`config.mk`:
```
export PLATFORM = sky130hd
export DESIGN_NAME = dcs_drive_objects
export DESIGN_NICKNAME = d
export VERILOG_FILES = /design/src/dcs_pkg.sv /design/src/dcs_drive_objects.sv
export SDC_FILE = /design/constraint.sdc
export NUM_CORES = 1
export LEC_CHECK = 0
export ABC_AREA = 0
export BUFFER_PORTS_ARGS = -buffer_cell sky130_fd_sc_hd__buf_2
export CAP_MARGIN = 20
export CORE_MARGIN = 5
export CORE_UTILIZATION = 50
export DETAILED_ROUTE_END_ITERATION = 8
export GPL_TIMING_DRIVEN = 0
export MAX_ROUTING_LAYER = met4
export PLACE_DENSITY = 0.94
export RECOVER_POWER = 50
export SLEW_MARGIN = 20
export SYNTH_ARGS = -nofsm -noshare
export SYNTH_HDL_FRONTEND = slang
export SYNTH_SLANG_ARGS = --single-unit
```
`constraint.sdc`:
```
create_clock -name clock -period 4.2 [get_ports clock]
set_clock_uncertainty 0.15 [all_clocks]
set_input_delay 0.42 -clock clock [delete_from_list [all_inputs] [get_ports clock]]
set_output_delay 0.42 -clock clock [all_outputs]
set_load 0.03 [all_outputs]
```
`src/dcs_pkg.sv`:
```
// constants for the drive control and status object block
`default_nettype none
package dcs_pkg;
    // object indices
    localparam logic [15:0] IDX_SAFETY_MON  = 16'h2720;
    localparam logic [15:0] IDX_ERROR_CODE  = 16'h603f;
    localparam logic [15:0] IDX_COMMAND     = 16'h6040;
    // reset values
    localparam logic [15:0] ERROR_CODE_RST  = 16'h0000;
    localparam logic [15:0] COMMAND_RST     = 16'h0000;
    // safety monitor field positions
    localparam int MON_REQ_LSB      = 0;
    localparam int MON_EDM_A        = 4;
    localparam int MON_EDM_B        = 5;
    localparam int MON_MONITORING   = 8;
    localparam int MON_SAFE_STATE   = 9;
    localparam int MON_PWR_CUTOFF   = 10;
    localparam int MON_ACTIVE_MODE  = 16;
    // command word field positions
    localparam int CW_SWITCH_ON     = 0;
    localparam int CW_EN_VOLTAGE    = 1;
    localparam int CW_QUICK_STOP_N  = 2;
    localparam int CW_EN_OPERATION  = 3;
    localparam int CW_FAULT_RESET   = 7;
    localparam int CW_HALT          = 8;
    localparam int CW_POS_TLIM      = 11;
    localparam int CW_NEG_TLIM      = 12;
endpackage : dcs_pkg
`default_nettype wire

```
`src/dcs_drive_objects.sv`:
```
// drive control and status objects with command decoder
`timescale 1ns/1ps
`default_nettype none
module dcs_drive_objects (
    input  wire logic        clock,
    input  wire logic        rst_n,
    // object access port from the fieldbus side
    input  wire logic [15:0] obj_index,
    input  wire logic        obj_wr,
    input  wire logic        obj_rd,
    input  wire logic [31:0] obj_wdata,
    output logic      [31:0] obj_rdata,
    output logic             obj_ack,
    output logic             obj_err,
    // safety pins, asynchronous
    input  wire logic [3:0]  safety_req_in,
    input  wire logic [1:0]  edm_out_in,
    // safety state from on-chip logic
    input  wire logic        safety_monitoring,
    input  wire logic        safety_safe_state,
    input  wire logic        hard_wired_power_cutoff_flag,
    input  wire logic        active_mode_operating,
    // error capture from alarm logic
    input  wire logic        err_load,
    input  wire logic [15:0] err_code_in,
    // decoded drive commands
    output logic [15:0]      command_word,
    output logic             cmd_shutdown,
    output logic             cmd_switch_on,
    output logic             cmd_enable_op,
    output logic             cmd_disable_voltage,
    output logic             cmd_quick_stop,
    output logic             fault_reset_pulse,
    output logic             halt_request,
    output logic             pos_torque_limit_en,
    output logic             neg_torque_limit_en
);

    ////////////////////////////////////////////////////////////////////////
    // block overview
    //
    // the fieldbus side reaches three objects through one index port:
    //   - the safety monitor word, a live 32-bit view, never stored
    //   - the last error code, loaded only by the alarm logic
    //   - the command word, the one object the master may write
    //
    // access timing
    //   - a request is taken on any edge with obj_wr or obj_rd high
    //   - ack, err and read data follow one edge later, for one cycle
    //   - back to back requests are fine, one per cycle
    //   - a write wins when both strobes are high in one cycle
    //
    // command timing
    //   - a write stores on the taking edge
    //   - decoded commands and the word copy move one edge later
    //   - the fault reset pulse also lands one edge after the store
    //
    // hazards and limits
    //   - safety pins are asynchronous, so they pass two flops first;
    //     right after reset the request bits read as active (all ones)
    //     until the pin levels have walked through the synchroniser
    //   - the on-chip safety state levels are used as they come, since
    //     they already live on this clock
    //   - the fault reset edge is taken on the stored word, not on the
    //     write strobe; rewriting a one gives no second pulse, so the
    //     master has to write a zero in between
    //   - the decoder only tells which command is asked for; whether
    //     0111 means switch on or disable operation depends on the
    //     drive state, which lives outside this block
    //   - mode specific bits are kept in the word but never decoded
    //   - outputs are all registered, trading one cycle of latency for
    //     clean, glitch free levels at the drive state machine
    //   - nothing here is saved across power cycles; reset clears all

    ////////////////////////////////////////////////////////////////////////
    // pin synchronisers
    logic [5:0] sync1_ff;          // first stage, read only by second
    logic [5:0] sync2_ff;          // safe to use

    // two stages before any logic looks at the pins
    always_ff @(posedge clock) begin
        if (!rst_n) begin
            sync1_ff <= 6'h00;
            sync2_ff <= 6'h00;
        end else begin
            sync1_ff <= {edm_out_in, safety_req_in};
            sync2_ff <= sync1_ff;
        end
    end

    ////////////////////////////////////////////////////////////////////////
    // safety monitor word, live, never stored
    logic [31:0] safety_mon;       // assembled view
    always_comb begin
        safety_mon = 32'h0000_0000;
        safety_mon[dcs_pkg::MON_REQ_LSB +: 4] = ~sync2_ff[3:0];
        safety_mon[dcs_pkg::MON_EDM_A]        = sync2_ff[4];
        safety_mon[dcs_pkg::MON_EDM_B]        = sync2_ff[5];
        safety_mon[dcs_pkg::MON_MONITORING]   = safety_monitoring;
        safety_mon[dcs_pkg::MON_SAFE_STATE]   = safety_safe_state;
        safety_mon[dcs_pkg::MON_PWR_CUTOFF]   = hard_wired_power_cutoff_flag;
        safety_mon[dcs_pkg::MON_ACTIVE_MODE]  = active_mode_operating;
    end

    ////////////////////////////////////////////////////////////////////////
    // access decode
    logic [15:0] cmd_ff;           // command word store
    logic [15:0] err_ff;           // last error code
    logic [15:0] cw_prev_ff;       // previous command word, for edge
    wire  hit_mon = (obj_index == dcs_pkg::IDX_SAFETY_MON);
    wire  hit_err = (obj_index == dcs_pkg::IDX_ERROR_CODE);
    wire  hit_cmd = (obj_index == dcs_pkg::IDX_COMMAND);
    wire  hit_any = hit_mon | hit_err | hit_cmd;
    // writes land only on the command word; the others are read-only
    wire  wr_cmd  = obj_wr & hit_cmd;
    wire  bad_acc = (obj_wr & ~hit_cmd) | (obj_rd & ~obj_wr & ~hit_any);
    wire  [31:0] rd_mux = hit_mon ? safety_mon :
                          hit_err ? {16'h0000, err_ff} :
                          hit_cmd ? {16'h0000, cmd_ff} : 32'h0000_0000;
    wire  [15:0] nxt_cmd = wr_cmd ? obj_wdata[15:0] : cmd_ff;

    // access answer one cycle after the request
    always_ff @(posedge clock) begin
        if (!rst_n) begin
            obj_rdata <= 32'h0000_0000;
            obj_ack   <= 1'b0;
            obj_err   <= 1'b0;
        end else begin
            obj_ack   <= obj_wr | obj_rd;
            obj_err   <= bad_acc;
            // a write takes priority; read data only on clean reads
            obj_rdata <= (obj_rd & ~obj_wr) ? rd_mux : 32'h0000_0000;
        end
    end

    ////////////////////////////////////////////////////////////////////////
    // stored objects
    always_ff @(posedge clock) begin
        if (!rst_n) begin
            cmd_ff     <= dcs_pkg::COMMAND_RST;
            cw_prev_ff <= dcs_pkg::COMMAND_RST;
            err_ff     <= dcs_pkg::ERROR_CODE_RST;
        end else begin
            cmd_ff     <= nxt_cmd;
            cw_prev_ff <= cmd_ff;
            if (err_load)
                err_ff <= err_code_in;
        end
    end

    ////////////////////////////////////////////////////////////////////////
    // command decoder; reserved and mode bits are not looked at
    wire fr_bit = cmd_ff[dcs_pkg::CW_FAULT_RESET];
    wire so     = cmd_ff[dcs_pkg::CW_SWITCH_ON];
    wire ev     = cmd_ff[dcs_pkg::CW_EN_VOLTAGE];
    wire qs_n   = cmd_ff[dcs_pkg::CW_QUICK_STOP_N];
    wire eo     = cmd_ff[dcs_pkg::CW_EN_OPERATION];
    // state commands only count while fault reset is low
    wire d_shutdown = ~fr_bit & qs_n & ev & ~so;
    wire d_dis_volt = ~fr_bit & ~ev;
    wire d_qstop    = ~fr_bit & ~qs_n & ev;
    // 0111 is switch on or, from enabled, disable operation
    wire d_sw_on    = ~fr_bit & qs_n & ev & so;
    wire d_en_op    = d_sw_on & eo;
    // edge is on the stored word, so one write pair makes one pulse
    wire d_fault_rs = fr_bit & ~cw_prev_ff[dcs_pkg::CW_FAULT_RESET];

    // registered command outputs
    // every output is a flop so the drive logic never sees a decode
    // glitch while the stored word changes; the cost is one cycle
    always_ff @(posedge clock) begin
        if (!rst_n) begin
            command_word        <= dcs_pkg::COMMAND_RST;
            cmd_shutdown        <= 1'b0;
            cmd_switch_on       <= 1'b0;
            cmd_enable_op       <= 1'b0;
            cmd_disable_voltage <= 1'b0;
            cmd_quick_stop      <= 1'b0;
            fault_reset_pulse   <= 1'b0;
            halt_request        <= 1'b0;
            pos_torque_limit_en <= 1'b0;
            neg_torque_limit_en <= 1'b0;
        end else begin
            command_word        <= cmd_ff;
            cmd_shutdown        <= d_shutdown;
            cmd_switch_on       <= d_sw_on;
            cmd_enable_op       <= d_en_op;
            cmd_disable_voltage <= d_dis_volt;
            cmd_quick_stop      <= d_qstop;
            fault_reset_pulse   <= d_fault_rs;
            halt_request        <= cmd_ff[dcs_pkg::CW_HALT];
            pos_torque_limit_en <= cmd_ff[dcs_pkg::CW_POS_TLIM];
            neg_torque_limit_en <= cmd_ff[dcs_pkg::CW_NEG_TLIM];
        end
    end

endmodule : dcs_drive_objects
`default_nettype wire

```
=== Word-level counts from Yosys, hierarchy flattened ===
Cells that the tools add are included.

* Bits in registers: 103
* Output and inout bits: 59
* Logic and storage cells: 56

* Equal/unequal tests: 3
* Muxes and demuxes: 3
* Bitwise operators: 28
* Reductions and logical operators: 3

{| class="wikitable"
|+ Operators by type and width
! kind !! number
|-
| $eq 16x15->1 const B || 2
|-
| $mux 16 || 2
|-
| $mux 17 || 1
|-
| $eq 16x14->1 const B || 1
|-
| $and 1x1->1 || 13
|-
| $not 1->1 || 10
|-
| $not 4->4 || 1
|-
| $or 1x1->1 || 4
|-
| $reduce_or 4->1 || 1
|-
| $reduce_or 3->1 || 1
|-
| $reduce_and 2->1 || 1
|}

=== Logic depth before layout (Yosys ltp) ===
* Word-level depth: 6
* Depth in mapped cells: 7
* Gate-level depth less buffers: 5

=== Worst setup path after synthesis ===
Ideal clock, no wire load.

* Path type: input port to flip-flop
* Start point: input obj_index[3]
* End point: register cmd_ff[10]
* Arrival: 2.176 ns
* Data required time: 3.936 ns
* Setup slack: 1.760 ns
* Cell stages on the path: 7
* Cell sequence: or4_1 > or4_4 > nor4bb_1 > buf_4 > nand2_4 > buf_6 > a21bo_1

* Longest elaborated chain between the ends: 2

{| class="wikitable"
|+ RTL lines
! element !! line !! source
|-
| start, declared || dcs_drive_objects.sv:8 || <nowiki>input wire logic [15:0] obj_index,</nowiki>
|-
| $eq 16x15->1 || dcs_drive_objects.sv:112 || <nowiki>wire hit_cmd = (obj_index == dcs_pkg::IDX_COMMAND);</nowiki>
|-
| $and 1x1->1 || dcs_drive_objects.sv:115 || <nowiki>wire wr_cmd = obj_wr & hit_cmd;</nowiki>
|-
| end signal, assigned || dcs_drive_objects.sv:140 || <nowiki>cmd_ff <= dcs_pkg::COMMAND_RST;</nowiki>
|-
| end signal, assigned || dcs_drive_objects.sv:144 || <nowiki>cmd_ff <= nxt_cmd;</nowiki>
|-
| end, declared || dcs_drive_objects.sv:107 || <nowiki>logic [15:0] cmd_ff;</nowiki>
|}

Every way passes these cells.
A chain may end at the register's enable or synchronous reset.

=== Worst setup path after layout ===
* Start point: input obj_index[3]
* End point: register cmd_ff[11]

Same word-level chain as after synthesis.

==> results.cfg <==
[run_status]
status = complete, no violations

[power]
power_density_mw_per_mm2 = 393
vdd_drop_max_uv = 239
power.total_uw = 1510
p_leak_uw = 0.00180

[synthesis]
syn_area_mm2 = 0.00303
synth.most_common_cell = dfxtp_1
netlist.area_leader.share_pct = 56.1
async_flop_share_pct = 0
synth-seq-cells = 85
netlist.top_cell.by_area = dfxtp_1
yosys-top-cells-area = dfxtp_1, mux2i_1, and2_1
seq_area_frac_synth_pct = 56.1
avgSynthCellArea_um2 = 10.5
synthFlopType = dfxtp_1
synth_cell_types = 33
syn-instance-count = 288
synth.top_cells.by_count = dfxtp_1, nor2_1, and2_1
yosysWarnings = 0
synth_edf_count = 0

[cts]
clk_pin_slew_ps = 80
cts_tree = built
insertion_delay_ps = 360
postCtsSetupBuffers = 0
clock_sinks = 85
numCtsBuffers = 9
htreeDepth = 3
cts_resized = 0
cts-root-buf = clkbuf_8
cts.path.max_buffers = 2
hold_buffers = 0

[cells_and_area]
multi_input_comb_area_mm2 = 0.00112
fill_cells = 467
area.sequential_mm2 = 0.00170
diodes = 0
instances_no_fill = 497
drive_above_1_share_pct = 27.3
area_delta_synth_final_pct = 26.9
layout.nets = 496

[drt]
drt-pass1-iter-count = 6
viasPerCell = 5.16
wl_per_cell_um = 16.2
drt-total-wl_um = 8030
ant_nets = 0
drc_errors = 0
drt-initial-drc-count = 175
vias = 2566

[critical_path]
cpPeakStageDelay_ps = 500
worstReg2RegEnd = cmd_enable_op$_SDFF_PN0_
crit_slowest_cell = or4_1
critPathRequiredTime_ps = 4310
crit_chain = buf_2 > or4_1 > or4_4 > nor4bb_1 > buf_4 > nand2_4 > buf_6 > a21bo_1
critical_path_buf_inv_count = 3
reg2reg_slack_ps = 2910
rr_worst_depth = 4
worst_ep_arrival_time_ps = 2560
critical_path_class = primary input to register
start_kind = primary input
path_max_fanout = 10
end_kind = register
cp_top_family = simple AND/OR/NAND/NOR gates
r2r_start = cmd_ff[1]$_SDFFE_PN0P_

[placed_design]
gp_congestion = 0.917
placed_cells = 481
place_hpwl_um = 5880
io_buffer_count = 104
dp_worst_setup_slack_ps = 1380

[die]
fp.dieH_um = 87.9
core_area_mm2 = 0.00592
die-area_mm2 = 0.00772
fp-row-count = 28
die_w_um = 87.9
io_pins = 138
initial_core_util_pct = 51.2

[min_path]
hold_path.startpoint = active_mode_operating
hold_end = obj_rdata[16]$_SDFF_PN0_
min_path_cells = 2
hp-class = primary input to register

[job]
maxCapViolCount = 0

[sta]
slew_viol_final = 0
setup_tns_ps = 0
slew-limit-headroom_pct = 41.4
finalSetupViolCount = 0
rsz0062_at_grt = no
max_freq_mhz = 408
period_share_pct = 58.4
post-route-min-period_ps = 2450
worst_pin_slew_ps = 871
setup_slack_ps = 1750
whs_ps = 109
finalHoldViolations = 0

[global_routing]
grt_util_met2_pct = 34.9
grt_pass1_vias = 2582
met1_usage_pct = 22.6
use_met3_pct = 5.17
grt.total_usage_pct = 21.3
grt-busiest-layer = met2
grt_max_degree = 14
grt_pass1_wl_um = 11900
grt-ovfl-total = 0
antenna_found_initial = 0
report_power, final:
part	switching (uW)	internal, uW	leakage, uW	total, uW
Clock	282	292	0.0000899	574
Combinational	62.9	47.9	0.00102	111
Sequential	6.93	821	0.000691	828
Total	352	1160	0.00180	1510
registers in the layout (all words and copies together), names as in the netlist:
register / count
cmd_shutdown: 1
obj_ack: 1
obj_rdata: 17
cmd_switch_on: 1
command_word: 16
fault_reset_pulse: 1
cmd_enable_op: 1
err_ff: 16
cmd_disable_voltage: 1
cmd_ff: 16
sync2_ff: 6
cmd_quick_stop: 1
obj_err: 1
sync1_ff: 6
cells by family (layout without fill, tap and decap cells):
logic type,after synthesis,in the layout,synth area share (%)
muxes,18,18,5.94
DFF,85,85,56.1
other,1,15,0.124
and+or+nand+nor,105,105,18.7
buffers and inverters,39,159,8.67
AOI/OAI and AO/OA,40,40,10.4
cells in the final DEF (no fill, tap or decap):
master	instances
nand2_1	12
bufinv_16	1
a21bo_2	4
and2_0	15
or4_4	1
nor4bb_1	2
and3_1	2
nor2_1	31
buf_6	4
or4_1	2
mux2i_1	18
and2_1	13
nand4_1	14
nand3_1	3
nand2_4	1
inv_1	2
nor4b_1	1
or2_2	1
o22ai_1	4
clkbuf_1	48
or3_1	1
dfxtp_1	85
a21bo_1	10
o21ai_1	5
clkbuf_8	11
nand4b_1	1
clkinvlp_4	2
buf_2	71
clkinv_1	1
buf_4	19
nor4_1	1
nor3_1	3
conb_1	15
nand2b_1	1
a31oi_1	1
a22oi_1	16
layer usage:
metal  vias up  wire length (um)
li1       1211                 -
met1      1174              2990
met2       150              3800
met3        31               915
met4         0               328
met5         -                 0
worst max-delay path by stage:
stage | from | slack (ps) | to | cells after the start
floorplan | obj_index[3] | 1760 | cmd_ff[10]$_SDFFE_PN0P_ | 7
global placement | obj_index[3] | 1390 | cmd_ff[11]$_SDFFE_PN0P_ | 8
detailed placement | obj_index[3] | 1380 | cmd_ff[11]$_SDFFE_PN0P_ | 8
CTS | obj_index[3] | 1750 | cmd_ff[11]$_SDFFE_PN0P_ | 8
global route | obj_index[3] | 1660 | cmd_ff[11]$_SDFFE_PN0P_ | 8
finish | obj_index[3] | 1750 | cmd_ff[11]$_SDFFE_PN0P_ | 8
final cells by class:
cell class                 count  share of cell area, %
buffer                        36                   6.51
clock buffer                  13                   3.87
clock inverter                 3                   1.17
inverter                       3                  0.293
multi-input combinational    178                   29.1
sequential                    85                   44.2
tap                           75                   2.44
timing repair buffer         104                   12.4
per-stage QoR:
stage	instance area, um^2	util [%]
2_1_floorplan	3080	-
3_3_place_gp	3700	62.5
3_5_place_dp	3700	62.5
4_1_cts	3890	65.7
5_1_grt	3850	65.0
6_report	3850	65.0
(Power assumes the default switching activity.)
